[src/dhtp_defines.svh]
`ifndef DHTP_DEFINES_SVH
`define DHTP_DEFINES_SVH

`define DHTP_OFF_CFG     12'h000
`define DHTP_OFF_AMODE   12'h004
`define DHTP_OFF_BMODE   12'h008
`define DHTP_OFF_CTL     12'h00C
`define DHTP_OFF_IMR     12'h018
`define DHTP_OFF_RIS     12'h01C
`define DHTP_OFF_MIS     12'h020
`define DHTP_OFF_ICR     12'h024
`define DHTP_OFF_AILR    12'h028
`define DHTP_OFF_BILR    12'h02C
`define DHTP_OFF_AMATCH  12'h030
`define DHTP_OFF_BMATCH  12'h034
`define DHTP_OFF_APRE    12'h038
`define DHTP_OFF_BPRE    12'h03C
`define DHTP_OFF_APMATCH 12'h040
`define DHTP_OFF_BPMATCH 12'h044
`define DHTP_OFF_ACOUNT  12'h048
`define DHTP_OFF_BCOUNT  12'h04C

`define DHTP_BASE_T0     32'h40030000
`define DHTP_BASE_T1     32'h40031000
`define DHTP_BASE_T2     32'h40032000

`define DHTP_RST16       32'h0000FFFF
`define DHTP_RST32       32'hFFFFFFFF

`define DHTP_CFG_32      3'h0
`define DHTP_CFG_RTC     3'h1
`define DHTP_CFG_SPLIT   3'h4

`define DHTP_MODE_ONE    2'h1
`define DHTP_MODE_PER    2'h2
`define DHTP_MODE_CAP    2'h3

// control register bit positions, first half then second half
`define DHTP_CTL_AEN     0
`define DHTP_CTL_ASTALL  1
`define DHTP_CTL_AEVT    2
`define DHTP_CTL_RTCEN   4
`define DHTP_CTL_AOTE    5
`define DHTP_CTL_AINV    6
`define DHTP_CTL_BEN     8
`define DHTP_CTL_BSTALL  9
`define DHTP_CTL_BEVT    10
`define DHTP_CTL_BOTE    13
`define DHTP_CTL_BINV    14
`define DHTP_CTL_MASK    32'h00007F7F

// interrupt flag positions
`define DHTP_INT_ATO     0
`define DHTP_INT_ACM     1
`define DHTP_INT_ACE     2
`define DHTP_INT_RTC     3
`define DHTP_INT_BTO     8
`define DHTP_INT_BCM     9
`define DHTP_INT_BCE     10
`define DHTP_INT_MASK    32'h0000070F

`endif

[src/dhtp_pkg.sv]
package dhtp_pkg;
    typedef enum logic [1:0] {
        dhtp_idle,
        dhtp_count,
        dhtp_pwm,
        dhtp_capture
    } dhtp_run_e;
    typedef logic [15:0] dhtp_half_t;
endpackage

[src/dhtp_timer.sv]
`timescale 1ns/10ps
`include "dhtp_defines.svh"
// What this block does
// - alternate select one, capture bit zero, mode two selects pwm per half
// - a control bit per half inverts that half's pwm output
// - prescale and prescale match are programmed before enabling a half
// - setting a half's enable starts counting and pwm output
// - pwm counting repeats every period until disabled
// - interval load written during pwm changes the next period
// - three instances with bases 0x1000 apart, offsets decoded locally
// - first half load, match, count reset to 16 or 32 bit all ones
// - configuration: 0 timer32, 1 rtc32, 2-3 reserved, 4-7 two halves
// - control has per-half stall and output trigger enables
// - status reads have no side effect; write one to clear flags
// - mode field: 1 one-shot, 2 periodic, 3 capture, 0 reserved; mode 1 reloads at zero and keeps counting like mode 2
// - pwm counts down to zero then reloads start and prescale
// - pwm asserts at start value, deasserts at match, before invert
// - edge field: 00 rising, 01 falling, 10 reserved, 11 both
module dhtp_timer #(
    parameter logic [31:0] BASE_ADDR = `DHTP_BASE_T0
) (
    input  wire logic        mclk,         // system clock
    input  wire logic        rst,          // sync reset, high
    input  wire logic [31:0] paddr,        // apb address
    input  wire logic        psel,         // apb select
    input  wire logic        penable,      // apb enable
    input  wire logic        pwrite,       // apb write
    input  wire logic [31:0] pwdata,       // apb write data
    output logic      [31:0] prdata,       // apb read data
    output logic             pready,       // apb ready
    output logic             pslverr,      // apb error
    input  wire logic        ccp_a_in,     // first half capture pin
    input  wire logic        ccp_b_in,     // second half capture pin
    input  wire logic        debug_halt,   // debugger stall request
    output logic             pwm_a_out,    // first half pwm
    output logic             pwm_b_out,    // second half pwm
    output logic             adc_trigger   // converter trigger pulse
);
    logic [2:0]  cfg_reg;
    logic [3:0]  amode_reg, bmode_reg;
    logic [31:0] ctl_reg, imr_reg, ris_reg;
    logic [31:0] ailr_reg, amatch_reg, acnt_reg;
    logic [15:0] bilr_reg, bmatch_reg, bcnt_reg;
    logic [7:0]  apre_reg, bpre_reg, apm_reg, bpm_reg;
    logic [7:0]  apcnt_reg, bpcnt_reg;
    logic        ccp_a_reg, ccp_b_reg;
    logic        pwm_a_reg, pwm_b_reg, trig_reg;
    logic        a_stall, b_stall;
    logic [31:0] rd_next, set_flags;
    logic        wr, rd_ok, split, is32;
    logic        a_en, b_en, a_tick, b_tick;
    logic        a_edge, b_edge, a_to, b_to;
    logic        a_cm, b_cm, a_ce, b_ce, rtc_ev;
    dhtp_pkg::dhtp_run_e a_run, b_run;

    // decodes pwm/capture/timer use of a half
    function automatic dhtp_pkg::dhtp_run_e run_of(input logic [3:0] m,
                                                   input logic en);
        if (!en)
            return dhtp_pkg::dhtp_idle;
        if (m[3] && !m[2] && m[1:0] == `DHTP_MODE_PER)
            return dhtp_pkg::dhtp_pwm;
        if (m[1:0] == `DHTP_MODE_CAP)
            return dhtp_pkg::dhtp_capture;
        if (m[1:0] == 2'h0)
            return dhtp_pkg::dhtp_idle; // reserved mode does nothing
        return dhtp_pkg::dhtp_count;
    endfunction

    // selected edge seen on the pin
    function automatic logic edge_of(input logic [1:0] sel,
                                     input logic now, input logic prev);
        unique case (sel)
            2'h0: return now && !prev;
            2'h1: return !now && prev;
            2'h3: return now != prev;
            default: return 1'b0;
        endcase
    endfunction

    assign wr      = psel && penable && pwrite;
    assign pready  = 1'b1;
    assign split   = cfg_reg[2];
    assign is32    = (cfg_reg == `DHTP_CFG_32) || (cfg_reg == `DHTP_CFG_RTC);
    assign rd_ok   = paddr[31:12] == BASE_ADDR[31:12];
    assign pslverr = psel && penable && !rd_ok;
    // stalling holds a counter while the debugger halts the core
    assign a_en = ctl_reg[`DHTP_CTL_AEN]
               && !(debug_halt && ctl_reg[`DHTP_CTL_ASTALL]);
    assign b_en = ctl_reg[`DHTP_CTL_BEN] && split
               && !(debug_halt && ctl_reg[`DHTP_CTL_BSTALL]);
    // a stalled half keeps its count instead of reloading on resume
    assign a_stall = debug_halt && ctl_reg[`DHTP_CTL_ASTALL]
                  && ctl_reg[`DHTP_CTL_AEN];
    assign b_stall = debug_halt && ctl_reg[`DHTP_CTL_BSTALL]
                  && ctl_reg[`DHTP_CTL_BEN];
    assign a_run = run_of(amode_reg, a_en);
    assign b_run = run_of(bmode_reg, b_en);
    // prescaler only extends the halves in split use
    assign a_tick = !split || apcnt_reg == 8'h00;
    assign b_tick = bpcnt_reg == 8'h00;
    assign a_edge = edge_of(ctl_reg[`DHTP_CTL_AEVT+:2], ccp_a_in, ccp_a_reg);
    assign b_edge = edge_of(ctl_reg[`DHTP_CTL_BEVT+:2], ccp_b_in, ccp_b_reg);
    assign a_to = a_run == dhtp_pkg::dhtp_count && a_tick
               && cfg_reg != `DHTP_CFG_RTC
               && (split ? acnt_reg[15:0] == 16'h0000 : acnt_reg == 32'h0);
    assign b_to = b_run == dhtp_pkg::dhtp_count && b_tick
               && bcnt_reg == 16'h0000;
    assign a_ce = a_run == dhtp_pkg::dhtp_capture && split && a_edge
               && amode_reg[2];
    assign b_ce = b_run == dhtp_pkg::dhtp_capture && b_edge && bmode_reg[2];
    assign a_cm = a_run == dhtp_pkg::dhtp_capture && split && a_edge
               && !amode_reg[2] && acnt_reg[15:0] == amatch_reg[15:0];
    assign b_cm = b_run == dhtp_pkg::dhtp_capture && b_edge
               && !bmode_reg[2] && bcnt_reg == bmatch_reg;
    assign rtc_ev = cfg_reg == `DHTP_CFG_RTC && a_en
                 && ctl_reg[`DHTP_CTL_RTCEN] && acnt_reg == amatch_reg;
    always_comb begin
        set_flags = 32'h0;
        set_flags[`DHTP_INT_ATO] = a_to;
        set_flags[`DHTP_INT_ACM] = a_cm;
        set_flags[`DHTP_INT_ACE] = a_ce;
        set_flags[`DHTP_INT_RTC] = rtc_ev;
        set_flags[`DHTP_INT_BTO] = b_to;
        set_flags[`DHTP_INT_BCM] = b_cm;
        set_flags[`DHTP_INT_BCE] = b_ce;
    end

    always_ff @(posedge mclk) begin
        if (rst) begin
            cfg_reg   <= 3'h0;
            amode_reg <= 4'h0;
            bmode_reg <= 4'h0;
            ctl_reg   <= 32'h0;
            imr_reg   <= 32'h0;
        end else if (wr && rd_ok) begin
            unique case (paddr[11:0])
                `DHTP_OFF_CFG:   cfg_reg   <= pwdata[2:0];
                `DHTP_OFF_AMODE: amode_reg <= pwdata[3:0];
                `DHTP_OFF_BMODE: bmode_reg <= pwdata[3:0];
                `DHTP_OFF_CTL:   ctl_reg   <= pwdata & `DHTP_CTL_MASK;
                `DHTP_OFF_IMR:   imr_reg   <= pwdata & `DHTP_INT_MASK;
                default: ;
            endcase
        end
    end

    // a new event in the clearing cycle survives the clear
    always_ff @(posedge mclk) begin
        if (rst)
            ris_reg <= 32'h0;
        else if (wr && rd_ok && paddr[11:0] == `DHTP_OFF_ICR)
            ris_reg <= (ris_reg & ~pwdata) | set_flags;
        else
            ris_reg <= ris_reg | set_flags;
    end

    always_ff @(posedge mclk) begin
        if (rst) begin
            apre_reg <= 8'h00;
            bpre_reg <= 8'h00;
            apm_reg  <= 8'h00;
            bpm_reg  <= 8'h00;
            bilr_reg <= 16'hFFFF;
            bmatch_reg <= 16'hFFFF;
        end else if (wr && rd_ok) begin
            unique case (paddr[11:0])
                `DHTP_OFF_APRE:    apre_reg   <= pwdata[7:0];
                `DHTP_OFF_BPRE:    bpre_reg   <= pwdata[7:0];
                `DHTP_OFF_APMATCH: apm_reg    <= pwdata[7:0];
                `DHTP_OFF_BPMATCH: bpm_reg    <= pwdata[7:0];
                `DHTP_OFF_BILR:    bilr_reg   <= pwdata[15:0];
                `DHTP_OFF_BMATCH:  bmatch_reg <= pwdata[15:0];
                default: ;
            endcase
        end
    end

    // reset value follows the width selected; cfg is 0 at reset
    always_ff @(posedge mclk) begin
        if (rst) begin
            ailr_reg   <= `DHTP_RST32;
            amatch_reg <= `DHTP_RST32;
        end else if (wr && rd_ok && paddr[11:0] == `DHTP_OFF_CFG) begin
            ailr_reg   <= pwdata[2] ? `DHTP_RST16 : `DHTP_RST32;
            amatch_reg <= pwdata[2] ? `DHTP_RST16 : `DHTP_RST32;
        end else if (wr && rd_ok && paddr[11:0] == `DHTP_OFF_AILR) begin
            ailr_reg   <= split ? {16'h0, pwdata[15:0]} : pwdata;
        end else if (wr && rd_ok && paddr[11:0] == `DHTP_OFF_AMATCH) begin
            amatch_reg <= split ? {16'h0, pwdata[15:0]} : pwdata;
        end
    end

    always_ff @(posedge mclk) begin
        if (rst) begin
            ccp_a_reg <= 1'b0;
            ccp_b_reg <= 1'b0;
        end else begin
            ccp_a_reg <= ccp_a_in;
            ccp_b_reg <= ccp_b_in;
        end
    end

    // first half: 32-bit timer, rtc up-counter, or 16-bit half
    always_ff @(posedge mclk) begin
        if (rst) begin
            acnt_reg  <= `DHTP_RST32;
            apcnt_reg <= 8'h00;
        end else if (a_stall) begin
            acnt_reg  <= acnt_reg; // frozen while halted
            apcnt_reg <= apcnt_reg;
        end else if (a_run == dhtp_pkg::dhtp_idle) begin
            acnt_reg  <= ailr_reg; // load armed while disabled
            apcnt_reg <= apre_reg;
            if (cfg_reg == `DHTP_CFG_RTC)
                acnt_reg <= 32'h0;
        end else if (cfg_reg == `DHTP_CFG_RTC) begin
            if (ctl_reg[`DHTP_CTL_RTCEN])
                acnt_reg <= rtc_ev ? 32'h0 : acnt_reg + 32'h1;
        end else if (a_run == dhtp_pkg::dhtp_capture) begin
            if (amode_reg[2] && a_edge)
                acnt_reg <= acnt_reg; // edge time held for reading
            else if (!amode_reg[2] && a_edge && !a_cm)
                acnt_reg <= acnt_reg - 32'h1;
        end else if (a_tick) begin
            apcnt_reg <= apre_reg;
            if (is32 ? acnt_reg == 32'h0 : acnt_reg[15:0] == 16'h0)
                acnt_reg <= ailr_reg;
            else
                acnt_reg <= acnt_reg - 32'h1;
        end else begin
            apcnt_reg <= apcnt_reg - 8'h01;
        end
    end

    always_ff @(posedge mclk) begin
        if (rst) begin
            bcnt_reg  <= 16'hFFFF;
            bpcnt_reg <= 8'h00;
        end else if (b_stall) begin
            bcnt_reg  <= bcnt_reg; // frozen while halted
            bpcnt_reg <= bpcnt_reg;
        end else if (b_run == dhtp_pkg::dhtp_idle) begin
            bcnt_reg  <= bilr_reg;
            bpcnt_reg <= bpre_reg;
        end else if (b_run == dhtp_pkg::dhtp_capture) begin
            if (!bmode_reg[2] && b_edge && !b_cm)
                bcnt_reg <= bcnt_reg - 16'h1;
        end else if (b_tick) begin
            bpcnt_reg <= bpre_reg;
            bcnt_reg  <= bcnt_reg == 16'h0 ? bilr_reg
                                            : bcnt_reg - 16'h1;
        end else begin
            bpcnt_reg <= bpcnt_reg - 8'h01;
        end
    end

    // raw pwm level; prescaler match ignored, only the 16-bit count compared
    always_ff @(posedge mclk) begin
        if (rst) begin
            pwm_a_reg <= 1'b0;
            pwm_b_reg <= 1'b0;
        end else begin
            if (a_run != dhtp_pkg::dhtp_pwm || !split)
                pwm_a_reg <= 1'b0;
            else if (acnt_reg[15:0] == ailr_reg[15:0])
                pwm_a_reg <= 1'b1;
            else if (acnt_reg[15:0] == amatch_reg[15:0])
                pwm_a_reg <= 1'b0;
            if (b_run != dhtp_pkg::dhtp_pwm)
                pwm_b_reg <= 1'b0;
            else if (bcnt_reg == bilr_reg)
                pwm_b_reg <= 1'b1;
            else if (bcnt_reg == bmatch_reg)
                pwm_b_reg <= 1'b0;
        end
    end

    always_ff @(posedge mclk) begin
        if (rst) begin
            pwm_a_out   <= 1'b0;
            pwm_b_out   <= 1'b0;
            trig_reg    <= 1'b0;
        end else begin
            pwm_a_out <= pwm_a_reg ^ ctl_reg[`DHTP_CTL_AINV];
            pwm_b_out <= pwm_b_reg ^ ctl_reg[`DHTP_CTL_BINV];
            trig_reg  <= (a_to && ctl_reg[`DHTP_CTL_AOTE])
                      || (b_to && ctl_reg[`DHTP_CTL_BOTE]);
        end
    end
    assign adc_trigger = trig_reg;

    always_comb begin
        rd_next = 32'h0;
        unique case (paddr[11:0])
            `DHTP_OFF_CFG:     rd_next = {29'h0, cfg_reg};
            `DHTP_OFF_AMODE:   rd_next = {28'h0, amode_reg};
            `DHTP_OFF_BMODE:   rd_next = {28'h0, bmode_reg};
            `DHTP_OFF_CTL:     rd_next = ctl_reg;
            `DHTP_OFF_IMR:     rd_next = imr_reg;
            `DHTP_OFF_RIS:     rd_next = ris_reg;
            `DHTP_OFF_MIS:     rd_next = ris_reg & imr_reg;
            `DHTP_OFF_AILR:    rd_next = ailr_reg;
            `DHTP_OFF_BILR:    rd_next = {16'h0, bilr_reg};
            `DHTP_OFF_AMATCH:  rd_next = amatch_reg;
            `DHTP_OFF_BMATCH:  rd_next = {16'h0, bmatch_reg};
            `DHTP_OFF_APRE:    rd_next = {24'h0, apre_reg};
            `DHTP_OFF_BPRE:    rd_next = {24'h0, bpre_reg};
            `DHTP_OFF_APMATCH: rd_next = {24'h0, apm_reg};
            `DHTP_OFF_BPMATCH: rd_next = {24'h0, bpm_reg};
            `DHTP_OFF_ACOUNT:  rd_next = acnt_reg;
            `DHTP_OFF_BCOUNT:  rd_next = {16'h0, bcnt_reg};
            default:           rd_next = 32'h0;
        endcase
    end

    // read data registered in setup, valid in the zero-wait access
    always_ff @(posedge mclk) begin
        if (rst)
            prdata <= 32'h0;
        else if (psel && !penable && !pwrite)
            prdata <= rd_ok ? rd_next : 32'h0;
    end
endmodule // dhtp_timer

[config.mk]
export PLATFORM = sky130hd
export DESIGN_NAME = dhtp_timer
export DESIGN_NICKNAME = d
export VERILOG_FILES = /design/src/dhtp_pkg.sv /design/src/dhtp_timer.sv
export VERILOG_INCLUDE_DIRS = /design/src
export SDC_FILE = /design/constraint.sdc
export NUM_CORES = 1
export LEC_CHECK = 0
export BUFFER_PORTS_ARGS = -buffer_cell sky130_fd_sc_hd__buf_2
export CORE_ASPECT_RATIO = 1.25
export CORE_MARGIN = 1
export CORE_UTILIZATION = 53
export CTS_CLUSTER_DIAMETER = 50
export DETAILED_ROUTE_END_ITERATION = 12
export GPL_ROUTABILITY_DRIVEN = 0
export PLACE_DENSITY = 0.69
export SLEW_MARGIN = 30
export SYNTH_ARGS = -nofsm -noshare
export SYNTH_HDL_FRONTEND = slang
export SYNTH_SLANG_ARGS = --single-unit
[constraint.sdc]
create_clock -name mclk -period 5.25 [get_ports mclk]
set_input_delay 1.05 -clock mclk [delete_from_list [all_inputs] [get_ports mclk]]
set_output_delay 1.05 -clock mclk [all_outputs]
set_load 0.05 [all_outputs]
==> run summary, run 1 <==
Min-delay worst type: flip-flop to flip-flop
Sw Ratio: 22.47%
Skew final: 21.46 ps
Hold Path Depth: 2
Status: complete, no violations
Reg2reg end: acnt_reg[11]
Final worst setup slack: 1652 ps
Cell Rows: 71
Tot GR Track Use: 36.96%
Flops & latches, synth: 295
CP startpoint kind: input port
Share of layout cells above drive strength 1: 12.93%
Antenna Nets Post-Route: 0
DRC: 0
Clock Tree Buf Depth: 3
Fin area: 17950 µm²
Sw Pwr: 1.109 mW
PortBufs: 107
Sequential fraction of the synthesis area: 36.35%
Final setup fails: 0
Biggest area consumer among synthesized cells: dfxtp_1
Internal power: 3.825 mW
Cts bufs inserted: 35
Peak VDD IR: 0.2372 mV
Die Y: 197.7 µm
Final Hold Fails: 0
Largest net degree at the start of global routing: 94
Initial cell density of the core: 53.94%
Cts repair resizes: 0
Hold_sp: ris_reg[28]
Hpwl dp: 40.16 mm
Initial antenna violation count: 1
Post-CTS Setup Bufs: 0
Worst slew margin: 33.75%
Fin crit share: 68.54%
DP Cell Count: 2405
Max Slew Vio Count: 0
RSZ-0062 raised after global routing: no
Slew @ Worst Pin: 988.4 ps
Post-CTS Hold Fix Bufs: 0
Clk pwr share: 51.6%
Post-synth EDFFs: 0
Routed vias: 16220
Root Driver: clkbuf_16
Crit Path Class: input port to flip-flop
Top cells by area, synth: dfxtp_1 (36%), nand2_1 (6.6%), nor2_1 (4.6%)
Share of the synthesized area in the top cell type: 36.35%
Syn avg cell area: 7.952 µm²
Min cycle time layout: 3598 ps
Post-Route WL: 57.76 mm
RR Startpoint: acnt_reg[0]
R2R cell count: 9
DR vias/cell: 6.574
First-pass GRT wire length: 88.96 mm
CP endpoint kind: flip-flop
I/O pin total: 109
Number of global-route vias before repair: 15510
Clock Latency Late Sink: 530 ps
Die width: 158.6 µm
Placed Area: 16740 µm²
CTS H-tree depth: 2
Syn-to-layout area delta: 10.52%
Combinational share of power: 3.0%
WP data arrival: 3960 ps
WHS Endpoint: ris_reg[28]
Core area: 30120 µm²
First drt pass iteration count: 8
Synth unique cells: 96
R2R setup slack: 1660 ps
Die area: 31360 µm²
PD cells: 274.8 nW/µm²
1st-iter DRT viols: 2115
Setup tns final: 0 ps
Async set-or-reset flop fraction in the synthesized netlist: 0%
Fillers: 2716
Pre-CTS setup slack: 1178 ps
Sink Count: 295
Final core occ: 59.62%
Post-layout nets: 2124
Grt ovf: 0
Sequential power share: 45.4%
Cell area after synthesis: 16250 µm²
Max Cap Violations: 0
Crit-path max FO: 34
Clock-pin slew on the worst setup and hold paths: 60 ps
Fin cells: 2467
P_leak: 6.996 nW
Net Count, Synth: 2125
Maximum clock frequency: 277.9 MHz
Required time of the critical path: 5610 ps
Post-synthesis cell count: 2043
Wire length per cell: 23.41 µm
Main flop type after synthesis: dfxtp_1
Syn. warnings: 0
CTS tree: yes
## worst max-delay path, cell delays in order
cell and delay, ps:
buf_2 100, or4_1 860, nor4_4 370, buf_4 460
o21a_2 190, buf_4 370, o21ai_4 250, a21oi_1 200
o21ai_1 100
## final cells by class
type	count	area (µm²)	area share (%)
clock buffer	47	970.9	5.408
timing repair buffer	149	857.1	4.774
tap	401	501.7	2.794
clock inverter	13	210.2	1.171
multi-input combinational	1532	9395	52.33
antenna	1	2.502	0.01394
inverter	29	111.4	0.6202
sequential	295	5906	32.89
## how the worst max path moves through the flow
| stage | cells after the start | end | startpoint | slack (ps) |
|---|---|---|---|---|
| 6_report | 9 | ailr_reg[26] | paddr[9] | 1650 |
| 3_5_place_dp | 9 | ailr_reg[22] | paddr[9] | 1180 |
| 2_1_floorplan | 10 | ailr_reg[26] | paddr[9] | 2220 |
| 4_1_cts | 9 | ailr_reg[26] | paddr[9] | 1690 |
| 3_3_place_gp | 9 | ailr_reg[26] | paddr[9] | 1270 |
| 5_1_grt | 9 | ailr_reg[25] | paddr[9] | 1500 |
## synthesized netlist by cell type, types with 8 or more instances
cell type / count
a21o_1: 13
a21oi_1: 134
a221o_1: 15
a221oi_1: 19
a222oi_1: 30
a22o_1: 17
a22oi_1: 87
and3_1: 16
buf_2: 44
buf_4: 17
buf_6: 10
clkbuf_1: 109
dfxtp_1: 295
ha_1: 10
inv_1: 29
mux2i_1: 50
nand2_1: 287
nand2b_1: 9
nand3_1: 82
nand4_1: 41
nor2_1: 198
nor3_1: 56
nor4_1: 32
o211ai_1: 10
o21ai_0: 89
o21ai_1: 32
o22ai_1: 18
o31ai_1: 11
or3_1: 9
or4_1: 8
xnor2_1: 73
xor2_1: 34
## metrics by stage
stage	total power [mW]	hold slack (ps)
2_1_floorplan	2.361	411.5
3_3_place_gp	2.430	418.2
3_5_place_dp	2.431	422.5
4_1_cts	4.932	433.3
5_1_grt	5.045	448.2
6_report	4.934	436.4
## per-layer routing
metal  wire length [µm]  track usage [%]
met5                  0                0
met2              26620            59.55
met3               5057            7.638
met4               4534            28.03
met1              21540            42.79
## kinds of logic after synthesis
| family | after synthesis | share of synthesized area [%] |
|---|---|---|
| buffers and inverters | 216 | 6.200 |
| AND/OR/NAND/NOR | 813 | 24.62 |
| AO/OA/AOI/OAI | 550 | 23.12 |
| XOR/XNOR | 107 | 5.769 |
| other | 1 | 0.02308 |
| multiplexers | 50 | 3.081 |
| adder cells (fa/ha/maj) | 11 | 0.8318 |
| flip-flops | 295 | 36.35 |
## power groups by stage
| stage | registers, mW | logic (mW) | clock network (mW) |
|---|---|---|---|
| 3_3_place_gp | 2.29 | 0.141 | 0 |
| 6_report | 2.24 | 0.147 | 2.55 |
| 2_1_floorplan | 2.29 | 0.0725 | 0 |
| 5_1_grt | 2.24 | 0.154 | 2.65 |
| 4_1_cts | 2.24 | 0.142 | 2.55 |
| 3_5_place_dp | 2.29 | 0.142 | 0 |
## placed cells by master, fill, tap and decap left out, drive strengths merged, types with 9 or more instances in the layout
master,Yosys,layout
xor2,34,34
xnor2,73,73
nand4,41,41
a222oi,30,30
inv,29,32
ha,10,10
a22o,17,17
a221o,15,15
o211ai,10,10
a221oi,19,19
nor4,46,46
a22oi,88,88
buf,76,149
mux2i,50,50
nor2,199,199
dfxtp,295,295
o21ai,123,123
nor3,59,59
o31ai,12,12
a21o,14,14
or3,9,9
clkbuf,111,47
or4,10,10
nand2b,10,10
and2,11,11
o22ai,19,19
nand3,83,83
nand2,290,290
a21oi,135,135
and3,16,16
Power figures use the tool's default switching activity.
==> run 2: changes to the inputs <==
==> constraint.sdc (replaced) <==
create_clock -name mclk -period 3.7 [get_ports mclk]
set_input_delay 0.74 -clock mclk [delete_from_list [all_inputs] [get_ports mclk]]
set_output_delay 0.74 -clock mclk [all_outputs]
set_load 0.05 [all_outputs]
==> run 2 against run 1 <==
- via count rose by 1.4%
- clock-buffer cell count fell by 1
- non-clock buffer count rose by 28
- worst hold slack got worse by 29 ps
- sequential power rose by 42%
- largest cell class unchanged
- highest routed layer unchanged
==> run summary, run 2 (synthesized netlist as in run 1, its figures left out) <==
Status: complete, no violations
Antenna Nets Post-Route: 0 (unchanged)
Initial antenna violation count: 3 (+2)
Maximum clock frequency: 324.3 MHz
Share of layout cells above drive strength 1: 13.96% (+1.0 points)
Most frequent cells in the layout: dfxtp_1 (295), nand2_1 (287), nor2_1 (196)
Pre-CTS setup slack: 316.9 ps (-861.3 ps)
Skew final: 25.96 ps (+4.503 ps)
Fin crit share: 83.35%
Largest net degree at the start of global routing: 113 (+20%)
Die Y: 197.7 µm (unchanged)
DRC: 0 (unchanged)
Routed vias: 16440 (+1.4%)
Cts repair resizes: 0 (unchanged)
Setup tns final: 0 ps (unchanged)
DR vias/cell: 6.588 (+0.21%)
First-pass GRT wire length: 88.73 mm (-0.26%)
Post-Route WL: 57.94 mm (+0.31%)
Tot GR Track Use: 37.02% (+0.064 points)
Wire length per cell: 23.22 µm (-0.82%)
Post-CTS Setup Bufs: 0 (unchanged)
Final Hold Fails: 0 (unchanged)
PortBufs: 107 (unchanged)
I/O pin total: 109 (unchanged)
Max Slew Vio Count: 0 (unchanged)
Internal power: 5.262 mW (+38%)
Min cycle time layout: 3084 ps
WP data arrival: 3490 ps (-470 ps)
Number of global-route vias before repair: 15410 (-0.68%)
Core area: 30120 µm² (unchanged)
Cts bufs inserted: 35 (unchanged)
Clock Latency Late Sink: 530 ps (about the same)
CTS tree: yes
Required time of the critical path: 4110 ps (-1500 ps)
CP startpoint kind: flip-flop
Peak VDD IR: 0.3433 mV (+45%)
Sequential power share: 46.5% (+1.1 points)
Hpwl dp: 40.10 mm (-0.13%)
Grt ovf: 0 (unchanged)
1st-iter DRT viols: 2282 (+7.9%)
Combinational share of power: 3.1% (about the same)
P_leak: 7.094 nW (+1.4%)
Post-CTS Hold Fix Bufs: 0 (unchanged)
Die width: 158.6 µm (unchanged)
Crit-path max FO: 11 (-68%)
Clock-pin slew on the worst setup and hold paths: 60 ps (about the same)
RSZ-0062 raised after global routing: no
CTS H-tree depth: 2 (unchanged)
DP Cell Count: 2433 (+1.2%)
Fin cells: 2495 (+1.1%)
Final setup fails: 0 (unchanged)
Sw Pwr: 1.569 mW (+42%)
Sink Count: 295 (unchanged)
Die area: 31360 µm² (unchanged)
Sw Ratio: 22.97% (+0.50 points)
Crit Path Class: flip-flop to flip-flop
Cell Rows: 71 (unchanged)
Syn-to-layout area delta: 11.41%
Initial cell density of the core: 53.94% (unchanged)
Max Cap Violations: 0 (unchanged)
Clk pwr share: 50.4% (-1.2 points)
Commonest non-fill, non-tap cell in the layout: dfxtp_1
Min-delay worst type: input port to flip-flop
Root Driver: clkbuf_16
PD cells: 377.4 nW/µm² (+37%)
Post-layout nets: 2152 (+1.3%)
Worst slew margin: 43.29% (+9.5 points)
Final worst setup slack: 616.2 ps (-1036 ps)
CP endpoint kind: flip-flop
Clock Tree Buf Depth: 3 (unchanged)
Slew @ Worst Pin: 829.2 ps (-159.3 ps)
Fin area: 18100 µm² (+0.81%)
Placed Area: 16960 µm² (+1.3%)
Hold_ws: 407.4 ps (-28.99 ps)
Fillers: 2720 (+0.15%)
First drt pass iteration count: 9 (+1)
run 2: changes by cell type in the layout (fill, tap and decap cells not counted), moves of 2 or more:
cell       change
buf_12         +2
buf_4         +26
bufinv_16      -3
clkbuf_16      +2
clkbuf_8       -2
clkinv_2       +4
run 2: path summary, 6_finish.rpt:
kind,startpoint,endpoint,slack [ps],cells after the start
worst max register to register,bcnt_reg[1],bcnt_reg[14],620,8
worst max-delay path,bcnt_reg[1],bcnt_reg[14],620,8
worst min-delay path,pwdata[22],ris_reg[22],410,2
worst min register to register,ris_reg[30],ris_reg[30],430,2
run 2: worst max-delay path: stages (launching register included):
cell and delay, ps:
dfxtp_1 440, inv_1 130, ha_1 180, nor3b_1 600, nand4_1 370, maj3_1 480
nand2_1 330, o21ai_1 130, a211o_1 300
run 2: metrics by stage:
stage	utilization (%)	total power, mW
2_1_floorplan	-	3.351
4_1_cts	60.06	6.836
5_1_grt	60.10	6.998
6_report	60.10	6.831
3_5_place_dp	56.32	3.454
3_3_place_gp	56.32	3.452
run 2: layout make-up:
cell class              count  area (µm²)  share of cell area, %
diodes                      2       5.005                0.02765
inverters                  29       111.4                 0.6152
multi-input cells        1532        9365                  51.74
clock buffers              46       989.7                  5.468
repair buffers            177        1086                  6.000
clock inverters            13       135.1                 0.7466
flip-flops and latches    295        5906                  32.63
well taps                 401       501.7                  2.772
run 2: power groups by stage:
stage / Clock (mW) / Sequential, mW / Combinational [mW]
after floorplan: 0 / 3.25 / 0.103
after global placement: 0 / 3.25 / 0.204
after detailed placement: 0 / 3.25 / 0.206
after CTS: 3.45 / 3.18 / 0.206
after global routing: 3.60 / 3.18 / 0.221
final: 3.44 / 3.18 / 0.213
run 2: per-layer routing:
layer  wire, µm  global-route usage (%)  vias to the layer above
li1           -                       -                     7445
met1      21270                   43.33                     7742
met2      26780                   59.63                      985
met3       5661                   7.945                      266
met4       4227                   26.50                        0
met5          0                       0                        -
